===== src/tracker_params.svh =====
`ifndef TRACKER_PARAMS_SVH
`define TRACKER_PARAMS_SVH

// Packet layout
`define PKT_BITS    32
`define ID_AFM      8'h03
`define ID_STATUS   8'h0e
`define ID_IDLE     8'h00
`define DAF_POS     23
`define FAF_POS     22
`define EOF_POS     16

// Vector and instruction codes
`define VT_GROUP    3'h1
`define IT_GROUP    3'h0
`define VT_SECURE   3'h0
`define VT_ALPHA    3'h5
`define VT_HEXBIN   3'h6

// Counter limits
`define CNT_MAX     7'h7f
`define CNT_ZERO    7'h00

// Link timing and idle levels
`define SCLK_HALF   8
`define LINK_IDLE   3'h2

// Host register offsets
`define OFS_CMD     8'h00
`define OFS_STAT    8'h04
`define OFS_RXDATA  8'h08
`define OFS_FRAME   8'h0c

`endif


===== src/call_tracker_pkg.sv =====
package call_tracker_pkg;

    typedef logic [6:0]  count_t;
    typedef logic [31:0] pkt_t;
    typedef enum {H_IDLE, H_RUN, H_TAIL, H_GAP} link_state_t;

endpackage : call_tracker_pkg


===== src/pkt_link_if.sv =====
`timescale 1ns/1ns
interface pkt_link_if;
    logic sclk;
    logic cs_n;
    logic mosi;
    logic miso;
    logic attn;

    modport dev (
        input  sclk,
        input  cs_n,
        input  mosi,
        output miso,
        output attn
    );

    modport host (
        output sclk,
        output cs_n,
        output mosi,
        input  miso,
        input  attn
    );
endinterface : pkt_link_if


===== src/call_tracker_host.sv =====
// Our own choices: register access over APB and the placing of the registers.
`timescale 1ns/1ns
`include "tracker_params.svh"
module call_tracker_host #(
    parameter int HALF = `SCLK_HALF
) (
    input  wire logic          CLK_IN,
    input  wire logic          RST_N_IN,
    pkt_link_if.host           LINK,
    input  wire logic          PSEL_IN,
    input  wire logic          PENABLE_IN,
    input  wire logic          PWRITE_IN,
    input  wire logic [7:0]    PADDR_IN,
    input  wire logic [31:0]   PWDATA_IN,
    output logic [31:0]        PRDATA_OUT,
    output logic               PREADY_OUT,
    output logic               PSLVERR_OUT
);

    // Keeps only the documented fields of an outgoing command
    function automatic logic [23:0] cmd_fields(
        input logic [31:0] w
    );
        logic [23:0] r;
        r = '0;
        r[`DAF_POS] = w[`DAF_POS];
        r[`FAF_POS] = w[`FAF_POS];
        r[15:0]     = w[15:0];
        return r;
    endfunction : cmd_fields

    logic [1:0]                      ms1_r,   ms1_nxt;
    logic [1:0]                      ms2_r,   ms2_nxt;
    call_tracker_pkg::link_state_t   st_r,    st_nxt;
    logic [15:0]                     div_r,   div_nxt;
    logic [5:0]                      bits_r,  bits_nxt;
    logic                            sclk_r,  sclk_nxt;
    logic                            csn_r,   csn_nxt;
    logic                            mosi_r,  mosi_nxt;
    call_tracker_pkg::pkt_t          sh_r,    sh_nxt;
    call_tracker_pkg::pkt_t          rxsh_r,  rxsh_nxt;
    logic                            sent_r,  sent_nxt;
    logic [23:0]                     cmd_r,   cmd_nxt;
    logic                            cmdv_r,  cmdv_nxt;
    call_tracker_pkg::pkt_t          rx_r,    rx_nxt;
    logic                            rxv_r,   rxv_nxt;
    logic [6:0]                      frame_r, frame_nxt;
    logic [7:0]                      eofs_r,  eofs_nxt;
    logic [31:0]                     prd_r,   prd_nxt;
    logic                            setup;
    logic                            access;
    logic                            mapped;
    logic                            tick;

    assign setup  = PSEL_IN & ~PENABLE_IN;
    assign access = PSEL_IN & PENABLE_IN;
    assign mapped = PADDR_IN == `OFS_CMD || PADDR_IN == `OFS_STAT
                    || PADDR_IN == `OFS_RXDATA
                    || PADDR_IN == `OFS_FRAME;
    assign tick   = div_r == 16'(HALF - 1);

    always_comb begin
        ms1_nxt   = {LINK.miso, LINK.attn};
        ms2_nxt   = ms1_r;
        st_nxt    = st_r;
        div_nxt   = tick ? 16'h0000 : div_r + 16'h0001;
        bits_nxt  = bits_r;
        sclk_nxt  = sclk_r;
        csn_nxt   = csn_r;
        mosi_nxt  = mosi_r;
        sh_nxt    = sh_r;
        rxsh_nxt  = rxsh_r;
        sent_nxt  = sent_r;
        cmd_nxt   = cmd_r;
        cmdv_nxt  = cmdv_r;
        rx_nxt    = rx_r;
        rxv_nxt   = rxv_r;
        frame_nxt = frame_r;
        eofs_nxt  = eofs_r;
        prd_nxt   = prd_r;

        // Register bus, zero wait; read data prepared in setup
        if (setup) begin
            prd_nxt = 32'h0000_0000;
            if (!PWRITE_IN) begin
                unique case (PADDR_IN)
                    `OFS_CMD:    prd_nxt = {8'h00, cmd_r};
                    `OFS_STAT:   prd_nxt = {29'h0000_0000,
                                            st_r != call_tracker_pkg::H_IDLE,
                                            rxv_r, cmdv_r};
                    `OFS_RXDATA: prd_nxt = rx_r;
                    `OFS_FRAME:  prd_nxt = {16'h0000, eofs_r,
                                            1'b0, frame_r};
                    default:     prd_nxt = 32'h0000_0000;
                endcase
            end
        end
        // A new command is ignored until the previous one has gone out
        if (access && PWRITE_IN && PADDR_IN == `OFS_CMD && !cmdv_r) begin
            cmd_nxt  = cmd_fields(PWDATA_IN);
            cmdv_nxt = 1'b1;
        end
        if (access && PWRITE_IN && PADDR_IN == `OFS_FRAME)
            eofs_nxt = 8'h00;
        if (access && !PWRITE_IN && PADDR_IN == `OFS_RXDATA)
            rxv_nxt = 1'b0;

        unique case (st_r)
            call_tracker_pkg::H_IDLE: begin
                div_nxt = 16'h0000;
                // Stall while the last packet is unread
                if (!rxv_r && (cmdv_r || ms2_r[0])) begin
                    sh_nxt   = cmdv_r ? {`ID_AFM, cmd_r}
                                      : 32'h0000_0000;
                    mosi_nxt = cmdv_r & sh_nxt[31];
                    sent_nxt = cmdv_r;
                    csn_nxt  = 1'b0;
                    bits_nxt = 6'd0;
                    st_nxt   = call_tracker_pkg::H_RUN;
                end
            end
            call_tracker_pkg::H_RUN: begin
                if (tick) begin
                    sclk_nxt = ~sclk_r;
                    if (!sclk_r) begin
                        rxsh_nxt = {rxsh_r[30:0], ms2_r[1]};
                        bits_nxt = bits_r + 6'd1;
                    end else if (bits_r == 6'd32) begin
                        st_nxt = call_tracker_pkg::H_TAIL;
                    end else begin
                        sh_nxt   = {sh_r[30:0], 1'b0};
                        mosi_nxt = sh_r[30];
                    end
                end
            end
            call_tracker_pkg::H_TAIL: begin
                if (tick) begin
                    csn_nxt  = 1'b1;
                    mosi_nxt = 1'b0;
                    st_nxt   = call_tracker_pkg::H_GAP;
                    if (sent_r)
                        cmdv_nxt = 1'b0;
                    // Idle fill from the device is not kept
                    if (rxsh_r[31:24] != `ID_IDLE) begin
                        rx_nxt  = rxsh_r;
                        rxv_nxt = 1'b1;
                    end
                    if (rxsh_r[31:24] == `ID_STATUS
                        && rxsh_r[`EOF_POS]) begin
                        frame_nxt = rxsh_r[6:0];
                        if (eofs_r != 8'hff)
                            eofs_nxt = eofs_r + 8'h01;
                    end
                end
            end
            call_tracker_pkg::H_GAP: begin
                // Gap lets the device drop its request first
                if (tick)
                    st_nxt = call_tracker_pkg::H_IDLE;
            end
        endcase
    end

    always_ff @(posedge CLK_IN or negedge RST_N_IN) begin
        if (!RST_N_IN) begin
            ms1_r   <= 2'h0;
            ms2_r   <= 2'h0;
            st_r    <= call_tracker_pkg::H_IDLE;
            div_r   <= 16'h0000;
            bits_r  <= 6'd0;
            sclk_r  <= 1'b0;
            csn_r   <= 1'b1;
            mosi_r  <= 1'b0;
            sh_r    <= '0;
            rxsh_r  <= '0;
            sent_r  <= 1'b0;
            cmd_r   <= 24'h00_0000;
            cmdv_r  <= 1'b0;
            rx_r    <= '0;
            rxv_r   <= 1'b0;
            frame_r <= 7'h00;
            eofs_r  <= 8'h00;
            prd_r   <= 32'h0000_0000;
        end else begin
            ms1_r   <= ms1_nxt;
            ms2_r   <= ms2_nxt;
            st_r    <= st_nxt;
            div_r   <= div_nxt;
            bits_r  <= bits_nxt;
            sclk_r  <= sclk_nxt;
            csn_r   <= csn_nxt;
            mosi_r  <= mosi_nxt;
            sh_r    <= sh_nxt;
            rxsh_r  <= rxsh_nxt;
            sent_r  <= sent_nxt;
            cmd_r   <= cmd_nxt;
            cmdv_r  <= cmdv_nxt;
            rx_r    <= rx_nxt;
            rxv_r   <= rxv_nxt;
            frame_r <= frame_nxt;
            eofs_r  <= eofs_nxt;
            prd_r   <= prd_nxt;
        end
    end

    assign LINK.sclk   = sclk_r;
    assign LINK.cs_n   = csn_r;
    assign LINK.mosi   = mosi_r;
    assign PRDATA_OUT  = prd_r;
    assign PREADY_OUT  = 1'b1;
    assign PSLVERR_OUT = access & ~mapped;

endmodule : call_tracker_host


===== src/flat_wrapper.sv =====
// flat-port wrapper written by rule: the top's interface ports become plain ports
module call_tracker_host_flat 
#(
    parameter int HALF = `SCLK_HALF
)
  (CLK_IN, RST_N_IN, PSEL_IN, PENABLE_IN, PWRITE_IN, PADDR_IN, PWDATA_IN, PRDATA_OUT, PREADY_OUT, PSLVERR_OUT, LINK_sclk, LINK_cs_n, LINK_mosi, LINK_miso, LINK_attn);
  pkt_link_if LINK_i ();
  input  wire logic CLK_IN;
  input  wire logic RST_N_IN;
  input  wire logic PSEL_IN;
  input  wire logic PENABLE_IN;
  input  wire logic PWRITE_IN;
  input  wire logic [7:0] PADDR_IN;
  input  wire logic [31:0] PWDATA_IN;
  output logic [31:0] PRDATA_OUT;
  output logic PREADY_OUT;
  output logic PSLVERR_OUT;
  output wire logic [$bits(LINK_i.sclk)-1:0] LINK_sclk;
  output wire logic [$bits(LINK_i.cs_n)-1:0] LINK_cs_n;
  output wire logic [$bits(LINK_i.mosi)-1:0] LINK_mosi;
  input wire logic [$bits(LINK_i.miso)-1:0] LINK_miso;
  input wire logic [$bits(LINK_i.attn)-1:0] LINK_attn;
  assign LINK_sclk = LINK_i.sclk;
  assign LINK_cs_n = LINK_i.cs_n;
  assign LINK_mosi = LINK_i.mosi;
  assign LINK_i.miso = LINK_miso;
  assign LINK_i.attn = LINK_attn;
  call_tracker_host #(.HALF(HALF)) u_core (.CLK_IN(CLK_IN), .RST_N_IN(RST_N_IN), .LINK(LINK_i), .PSEL_IN(PSEL_IN), .PENABLE_IN(PENABLE_IN), .PWRITE_IN(PWRITE_IN), .PADDR_IN(PADDR_IN), .PWDATA_IN(PWDATA_IN), .PRDATA_OUT(PRDATA_OUT), .PREADY_OUT(PREADY_OUT), .PSLVERR_OUT(PSLVERR_OUT));
endmodule

===== config.mk =====
export PLATFORM = sky130hd
export DESIGN_NAME = call_tracker_host_flat
export DESIGN_NICKNAME = d
export VERILOG_FILES = /design/src/call_tracker_pkg.sv /design/src/pkt_link_if.sv /design/src/call_tracker_host.sv /design/src/flat_wrapper.sv
export VERILOG_INCLUDE_DIRS = /design/src /design/src/src
export SDC_FILE = /design/constraint.sdc
export NUM_CORES = 1
export LEC_CHECK = 0
export ABC_CLOCK_PERIOD_IN_PS = 5300
export BUFFER_PORTS_ARGS = -buffer_cell sky130_fd_sc_hd__buf_2
export CORE_MARGIN = 2
export CORE_UTILIZATION = 30
export CTS_BUF_LIST = sky130_fd_sc_hd__clkbuf_2 sky130_fd_sc_hd__clkbuf_4 sky130_fd_sc_hd__clkbuf_8
export CTS_CLUSTER_SIZE = 16
export DETAILED_ROUTE_END_ITERATION = 10
export PLACE_DENSITY = 0.54
export SLEW_MARGIN = 20
export SYNTH_ARGS = -nofsm -noshare
export SYNTH_HDL_FRONTEND = slang
export SYNTH_SLANG_ARGS = --single-unit
export TNS_END_PERCENT = 20

===== constraint.sdc =====
create_clock -name CLK_IN -period 5.3 [get_ports CLK_IN]
set_input_delay 0.53 -clock CLK_IN [delete_from_list [all_inputs] [get_ports CLK_IN]]
set_output_delay 0.53 -clock CLK_IN [all_outputs]
set_load 0.02 [all_outputs]

# [Word-level counts from Yosys, hierarchy flattened]
# Index checks and enable logic that the tools add are counted.
[op_classes] addsub=3 eq_ne=18 muxes=43 bitwise_logic=7 reduce_logical=32
[ops] cell="case mux 32 bit (4 select lines)" n=2
[ops] cell="two-way mux 32 bit" n=7
[ops] cell="two-way mux 31 bit" n=4
[ops] cell="== test 32 x 2 -> 1 bit, second input constant" n=2
[ops] cell="case mux 31 bit (2 select lines)" n=1
[ops] cell="two-way mux 8 bit" n=5
[ops] cell="== test 32 x 1 -> 1 bit, second input constant" n=1
[ops] cell="zero test 32 bit" n=1
[ops] cell="two-way mux 16 bit" n=2
[ops] cell="nonzero test 32 bit" n=1
[ops] cell="two-way mux 26 bit" n=1
[ops] cell="== test 8 x 4 -> 1 bit, second input constant" n=3
[ops] cell="two-way mux 6 bit" n=3
[ops] cell="adder 16 x 1 -> 16 bit, second input constant" n=1
[ops] cell="== test 16 x 3 -> 1 bit, second input constant" n=1
[ops] cell="two-way mux 1 bit" n=15
[ops] cell="inequality test 2 x 1 -> 1 bit, second input constant" n=6
[ops] cell="case mux 6 bit (2 select lines)" n=1
[ops] cell="AND reduction 3 bit" n=4
[ops] cell="AND reduction 6 bit" n=2
[ops] cell="adder 8 x 1 -> 8 bit, second input constant" n=1
[ops] cell="== test 8 x 3 -> 1 bit, second input constant" n=1
[ops] cell="logical AND 1 bit" n=8
[ops] cell="zero test 8 bit" n=1
[ops] cell="other kinds (17)" n=29
[word_totals] ff_bits=224 output_inout_bits=37 wordCells=121

# [Depth between registers and ports, before layout]
# Gate-level depths: netlist of run 1.
[logic_depth] depth_word=8 ltp_mapped=9 ltp_nobuf=7

# [Worst setup path after synthesis of run 1]
# No wires, ideal clock.
[synth_timing] path_type="input to register" startpoint="in PADDR_IN[1]" endpoint="reg u_core.cmd_r[10]" setup_ps=125 arrival_ps=2140 t_required_ps=5175 path_slack_ps=3035 stages=6 n_path_buf=1 path_cell_list="or4_4 nor3_2 nand2_1 nor2_2 buf_6 mux2_2"
[synth_via] elab_chain_len=3
[synth_rtl] item="from (decl)" line_no="flat_wrapper.sv:13" rtl="input wire logic [7:0] PADDR_IN;"
[synth_rtl] item="zero test 8 bit (no source line)"
[synth_rtl] item="logical AND 1 bit (no source line)"
[synth_rtl] item="logical AND 1 bit" line_no="call_tracker_host.sv:99" rtl="if (access && PWRITE_IN && PADDR_IN == `OFS_CMD && !cmdv_r) begin"
[synth_rtl] item="to (signal assigned)" line_no="call_tracker_host.sv:196" rtl="cmd_r <= cmd_nxt;"
[synth_rtl] item="to (decl)" line_no="call_tracker_host.sv:43" rtl="logic [23:0] cmd_r, cmd_nxt;"
# Every way passes these cells.
# A chain may end at the register's enable or synchronous reset.

# [Worst setup path after layout of run 1]
[layout_timing] startpoint="reg u_core.st_r[0]" endpoint="reg u_core.eofs_r[5]"
[layout_via] elab_chain_len=2
[layout_rtl] item="from (decl)" line_no="call_tracker_host.sv:34" rtl="call_tracker_pkg::link_state_t st_r, st_nxt;"
[layout_rtl] item="from (signal assigned)" line_no="call_tracker_host.sv:168" rtl="st_r <= call_tracker_pkg::H_IDLE;"
[layout_rtl] item="from (signal assigned)" line_no="call_tracker_host.sv:187" rtl="st_r <= st_nxt;"
[layout_rtl] item="== test 32 x 2 -> 1 bit" line_no="call_tracker_host.sv:108" rtl="unique case (st_r)"
[layout_rtl] item="two-way mux 8 bit" line_no="call_tracker_host.sv:108"
[layout_rtl] item="net u_core.eofs_nxt[5]" line_no="call_tracker_host.sv:48" rtl="logic [7:0] eofs_r, eofs_nxt;"
[layout_rtl] item="to (signal assigned)" line_no="call_tracker_host.sv:201" rtl="eofs_r <= eofs_nxt;"
[layout_rtl] item="to (decl)" line_no="call_tracker_host.sv:48"
# The timed path passes the listed nets, and every way through them passes these cells.

==> results of run 1 <==
[sequential cells by signal (all words and copies together) (netlist names), 7 cells and up]
| register | flops |
|---|---|
| u_core.sh_r | 31 |
| u_core.eofs_r | 8 |
| u_core.div_r | 16 |
| u_core.PRDATA_OUT | 32 |
| u_core.rx_r | 32 |
| u_core.cmd_r | 18 |
| u_core.frame_r | 7 |
| u_core.rxsh_r | 32 |
[final timing paths]
kind                                       startpoint                           to  slack [ps]  cells after the start
setup / recovery           u_core.st_r[0]$_DFFE_PN0P_   u_core.eofs_r[5]$_DFF_PN0_        2520                      7
hold reg to reg             u_core.ms1_r[0]$_DFF_PN0_    u_core.ms2_r[0]$_DFF_PN0_         360                      0
min in group CLK_IN                         LINK_miso    u_core.ms1_r[1]$_DFF_PN0_         130                      1
hold / removal                               RST_N_IN    u_core.ms2_r[1]$_DFF_PN0_         110                      1
setup reg to reg           u_core.st_r[0]$_DFFE_PN0P_   u_core.eofs_r[5]$_DFF_PN0_        2520                      7
max in group asynchronous                    RST_N_IN  u_core.sh_r[25]$_DFFE_PN0P_        4000                      2
[Yosys cell counts, drive strengths merged (4+ instances only)]
cell type	n
ha	8
clkbuf	25
nand2	200
and3	7
inv	9
nand3b	4
a21oi	7
and2	5
nand3	52
buf	23
or3	7
dfrtp	193
mux2	51
a22o	38
o21ai	47
mux2i	21
nor4	9
or4	4
nor2	28
xor2	11
xnor2	7
nand2b	4
nor3	11
nand4	30
[power by group through the flow]
stage | Combinational, mW | Sequential (mW) | Clock [mW]
3_5_place_dp | 0.619 | 1.71 | 0
3_3_place_gp | 0.603 | 1.71 | 0
5_1_grt | 0.693 | 1.70 | 1.15
4_1_cts | 0.621 | 1.68 | 1.08
6_report | 0.610 | 1.69 | 1.05
2_1_floorplan | 0.459 | 1.68 | 0
[per-stage QoR]
stage	hold slack (ps)	power (mW)	setup WS [ps]
after CTS	105	3.39	2470
after detailed placement	336	2.33	2380
after floorplan	234	2.14	3030
after global placement	337	2.31	2410
after global routing	115	3.54	2320
final	109	3.35	2520
[worst reg2reg max path, cell delays in order, from the launching register on]
cell and delay [ps]:
dfrtp_1 420, inv_1 110, ha_1 310, inv_1 200, nor4_2 660, nand2_1 490
or3_1 470, nand3_1 80
[layout make-up]
cell class	count	area [um^2]
multi-input combinational	582	3680
tap	384	480
fill	2918	18900
clock buffer	17	234
sequential	194	4860
clock inverter	15	218
inverter	9	33.8
timing repair buffer	78	424
[layer usage]
metal | track usage | vias up | share of wire
met5 | 0 | - | 0
met3 | 0.0259 | 17 | 0.027
met2 | 0.217 | 91 | 0.46
met4 | 0.0406 | 0 | 0.012
li1 | - | 3010 | -
met1 | 0.206 | 3091 | 0.50
[logic make-up (layout without fill, tap and decap cells)]
kind of cell / count (synthesis) / after routing / synth area share
fa+ha+maj: 8 / 8 / 0.0114
flops: 194 / 194 / 0.552
buf+inv: 57 / 119 / 0.0313
simple gates: 373 / 373 / 0.208
other cells: 1 / 1 / 0.000427
compound gates: 107 / 107 / 0.0818
mux: 75 / 75 / 0.0969
xor+xnor: 18 / 18 / 0.0179
==> flow_summary.yaml, run 1 <==
outcome:
  status: "completed"
pwr:
  swShare: 0.348
  switchingPower_mw: 1.17
  p_int_mw: 2.18
  combPwrFrac: 0.182
  power.leakage_nw: 4.72
  seq_power_share: 0.504
  p_per_area_mw_per_mm2: 337
  power_frac_clock: 0.314
  irDropWorstVdd_uv: 158
worst_setup_path:
  crit_path_cell_trace: "inv_1 > ha_1 > inv_1 > nor4_2 > nand2_1 > or3_1 > nand3_1"
  crit_top_cell: "inv_1"
  crit_family: "simple AND/OR/NAND/NOR gates"
  crit_buf_inv: 2
  max_stage_delay_ps: 660
  required_ps: 5730
  slowest_stage: "nor4_2"
  start_kind: "register"
  path_max_fanout: 11
  endpoint_kind: "register"
  crit_type: "register to register"
  critPathArrivalTime_ps: 3220
drt:
  wl_um: 20800
  drt-pass1-iter-count: 7
  drt_iter0_markers: 433
  drtAntennaViolNets: 0
  drc: 0
  via_count: 6209
  wl_per_cell_um: 16.3
  vias_per_cell: 4.85
yosys:
  post-synth-top-area-cell: "dfrtp_1"
  synth_edf_count: 0
  syn-num-nets: 888
  synth_area_leaders: "dfrtp_1 55%, nand2_1 8.5%, mux2_2 6.4%"
  yosys_register_bits: 194
  async_reset_ff_frac: 1.00
  syn_area_mm2: 0.00879
  synth_top_area_frac: 0.549
  syn_avg_cell_area_um2: 10.6
  synth_warnings: 0
  ys_dominant_reg_cell: "dfrtp_1"
  synth_cells: 833
  synth.distinct_cells: 59
  ys_seq_area_frac: 0.552
sta:
  maxSlewViolCount: 0
  rsz0062_at_grt: "false"
  skew_ps: 25.5
  hold_viol: 0
  finalSetupViolCount: 0
  fmax_mhz: 359
  min_period_over_period: 0.525
  finalCriticalPeriod_ps: 2780
  slew_headroom: 0.331
  worst_slew_pin_slew_ps: 999
  fin_setup_tns_ps: 0
die:
  fp-row-count: 62
  fp.coreArea_mm2: 0.0288
  die_h_um: 175
  initial_utilization: 0.305
  die-area_mm2: 0.0307
  ioPinCount: 84
  dieWidth_um: 175
final_layout:
  diodes: 0
  mostFrequentLayoutCell: "nand2_1"
  fin_nets: 937
  layout.cells.non_filler: 1279
  final_util: 0.345
  design_area_mm2: 0.00993
  layout_common_cells: "200 x nand2_1, 193 x dfrtp_1, 67 x buf_2, 52 x nand3_1, 50 x mux2_2"
  area_growth_pct: 13.0
  drive_gt1_frac: 0.208
job:
  max-cap-violations: 0
placed_design:
  place.gp.congestion: 0.779
  place_area_mm2: 0.00947
  numPortBuffers: 68
  dp_cells: 1247
  hpwl_um: 14000
clock_network:
  root_buffer: "clkbuf_8"
  cts_tree: "built"
  cts_buffer_depth: 2
  cts_made_buffers: 17
  clkTransAtPathRegs_ps: 120
  cts_hold_buf: 0
  cts.sinks: 194
  clk_latency_ps: 500
  cts_resized: 0
  htree_levels: 4
  cts_setup_buffers: 0
grt:
  grt_pass1_vias: 6015
  grtUsageTotal: 0.142
  grt_overflow: 0
  antenna_found_initial: 0
  grt_start_max_net_pins: 117
  grt_pass1_wl_um: 34100
worst_hold_path:
  worstHoldPathType: "input pin to asynchronous set/reset pin"
(Power assumes the default switching activity.)
==> run 2, diff against run 1 <==
ABC_AREA = 1   (was not set)
ABC_CLOCK_PERIOD_IN_PS = 2700   (was 5300)
clock period = 2.7 ns   (was 5.3 ns; I/O delays follow)
==> run 2 against run 1 <==
Compared with the run above:
- global-route usage grew 0.34 points
- sequential power grew 81%
- core utilization grew 0.15 points
- synthesized cell count grew 36%
- via count grew 18%
- worst setup slack lost 2000 ps
- sequential share of layout area shrank 1.9 points
- wire length grew 5.6%
- clock-buffer cell count is the same
- largest cell class unchanged
- critical path type unchanged
- maximum frequency grew 27%
- die area grew 3.8%
==> flow_summary.yaml, run 2 <==
sta:
  rsz0062_at_grt: "false"
  maxSlewViolCount: 0
  finalSetupViolCount: 0
  finalCriticalPeriod_ps: 2200
  skew_ps: 20.5
  hold_viol: 0
  fmax_mhz: 455
  worst_slew_pin_slew_ps: 768
  timing.final.ws_setup_ps: 504
  min_period_over_period: 0.813
  fin_setup_tns_ps: 0
  slew_headroom: 0.486
placed_design:
  dp_cells: 1556
  post-place-ws_ps: 510
  numPortBuffers: 68
  place.gp.congestion: 0.863
  hpwl_um: 15200
pwr:
  power.leakage_nw: 5.19
  irDropWorstVdd_uv: 760
  fin_total_pwr_mw: 6.28
  p_per_area_mw_per_mm2: 608
worst_setup_path:
  reg2reg_depth: 10
  slowest_stage: "nand3_2"
  crit_type: "register to register"
  crit_path_cell_trace: "ha_1 > nand2_1 > inv_1 > nand2_1 > nor2_2 > nand3_1 > nand2_2 > nand3_2 > nand2_1 > nand2_1"
  crit_top_cell: "nand2_1"
  start_kind: "register"
  rr_endpoint: "u_core.sh_r[8]$_DFFE_PN0P_"
  max_stage_delay_ps: 520
  crit_family: "simple AND/OR/NAND/NOR gates"
  crit_cells: 10
  crit_buf_inv: 1
  required_ps: 3060
  path_max_fanout: 31
  critPathArrivalTime_ps: 2560
  endpoint_kind: "register"
  r2r_setup_slack_ps: 500
  reg2reg_from: "u_core.div_r[0]$_DFF_PN0_"
  crit_path_end: "u_core.sh_r[8]$_DFFE_PN0P_"
  crit_start: "u_core.div_r[0]$_DFF_PN0_"
die:
  ioPinCount: 84
  initial_utilization: 0.307
  fp.coreArea_mm2: 0.0298
  fp-row-count: 63
  die-area_mm2: 0.0319
  dieWidth_um: 178
  die_h_um: 178
clock_network:
  cts.sinks: 194
  htree_levels: 4
  clk_latency_ps: 490
  cts_buffer_depth: 2
  cts_setup_buffers: 0
  clkTransAtPathRegs_ps: 110
  root_buffer: "clkbuf_8"
  cts_tree: "built"
  cts_made_buffers: 17
yosys:
  syn_area_mm2: 0.00913
  yosys_register_bits: 194
  async_reset_ff_frac: 1.00
  synth_warnings: 0
  ys_dominant_reg_cell: "dfrtp_1"
  syn_avg_cell_area_um2: 8.07
  ys_seq_area_frac: 0.532
  post-synth-top-area-cell: "dfrtp_1"
  synth.distinct_cells: 33
  ys_top_cells_by_count: "399 x nand2_1, 193 x dfrtp_1, 103 x inv_1"
  synthMostInstantiatedCell: "nand2_1"
  synth_cells: 1131
  synth_edf_count: 0
  syn-num-nets: 1186
  synth_top_area_frac: 0.529
  synth_area_leaders: "dfrtp_1 53%, nand2_1 16%, nand3_1 4.9%"
outcome:
  status: "completed"
drt:
  via_count: 7341
  wl_um: 22000
  wl_per_cell_um: 13.8
  drc: 0
  drt-pass1-iter-count: 5
  vias_per_cell: 4.61
  drtAntennaViolNets: 0
  drt_iter0_markers: 460
final_layout:
  layout.cells.non_filler: 1594
  layout_common_cells: "399 x nand2_1, 193 x dfrtp_1, 103 x inv_1, 90 x nand3_1, 89 x o21ai_0"
  fin_nets: 1246
  drive_gt1_frac: 0.130
  fillCellCount: 3126
  mostFrequentLayoutCell: "nand2_1"
  final_util: 0.347
  diodes: 0
  area_growth_pct: 13.1
worst_hold_path:
  worstHoldPathType: "input pin to register"
  min_path_cells: 3
  worstHoldStart: "PWDATA_IN[22]"
grt:
  antenna_found_initial: 0
  grt_start_max_net_pins: 69
  grtUsageTotal: 0.145
  grt_pass1_wl_um: 36400
  grt_pass1_vias: 6960
  grt_overflow: 0
job:
  max-cap-violations: 0
==> run 2: cell types whose count changed after synthesis, sizes merged, moves of 8 or more <==
cell,before,now
xor2,11,3
o21ai,47,122
nand4,30,42
buf,23,32
nand3,52,92
mux2,51,0
mux2i,21,1
nand2,200,404
nor2,28,73
inv,9,106
a22o,38,0
a21oi,7,15
nor4,9,0
==> run 2: where the power goes <==
part           switching [mW]  internal (mW)
Clock                    1.15          0.778
Sequential             0.0727           2.99
Combinational            1.00          0.292
==> run 2: worst min path at each step <==
| stage | end |
|---|---|
| after CTS | u_core.cmd_r[22]$_DFFE_PN0P_ |
| after global placement | u_core.PRDATA_OUT[24]$_DFFE_PN0P_ |
| final | u_core.cmd_r[22]$_DFFE_PN0P_ |
| after global routing | u_core.cmd_r[2]$_DFFE_PN0P_ |
| after floorplan | u_core.LINK.mosi$_DFFE_PN0P_ |
| after detailed placement | u_core.PRDATA_OUT[26]$_DFFE_PN0P_ |
==> run 2: area by class of cell <==
type                    instances  area (um^2)  area share
well taps                     390          488      0.0473
repair buffers                 95          604      0.0585
clock buffers                  17          234      0.0227
inverters                     106          398      0.0385
flip-flops and latches        194         4860       0.470
clock inverters                15          165      0.0160
multi-input cells             777         3580       0.347
==> run 2: cells by family after synthesis <==
family / Yosys count / share of synthesized area
fa+ha+maj: 8 / 0.0110
buf+inv: 160 / 0.0771
mux: 1 / 0.00110
xor+xnor: 3 / 0.00288
other cells: 1 / 0.000411
compound gates: 142 / 0.0858
flops: 194 / 0.532
simple gates: 622 / 0.290
==> run 2: timing repair <==
action,4_1_cts,5_1_grt
resized for setup,0,0
hold buffers,6,0
endpoints found under the setup margin,0,0
hold endpoints to repair,69,0
==> run 2: worst register-to-register path, stage by stage (launching register included) <==
cell	delay (ps)
dfrtp_1	390
ha_1	190
nand2_1	80
inv_1	80
nand2_1	80
nor2_2	210
nand3_1	130
nand2_2	90
nand3_2	520
nand2_1	230
nand2_1	70
==> run 2: through the flow <==
stage	cell area (um^2)	hold WS, ps
floorplan	9130	-25.6
global placement	9870	329
detailed placement	9870	324
CTS	10300	0.0127
global route	10300	16.8
finish	10300	33.6
==> run 2: layer usage <==
layer	vias up	GRT usage	share of wire
met5	-	0	0
met4	0	0.0498	0.023
met3	31	0.0301	0.035
met2	128	0.227	0.46
met1	3445	0.200	0.49
li1	3737	-	-
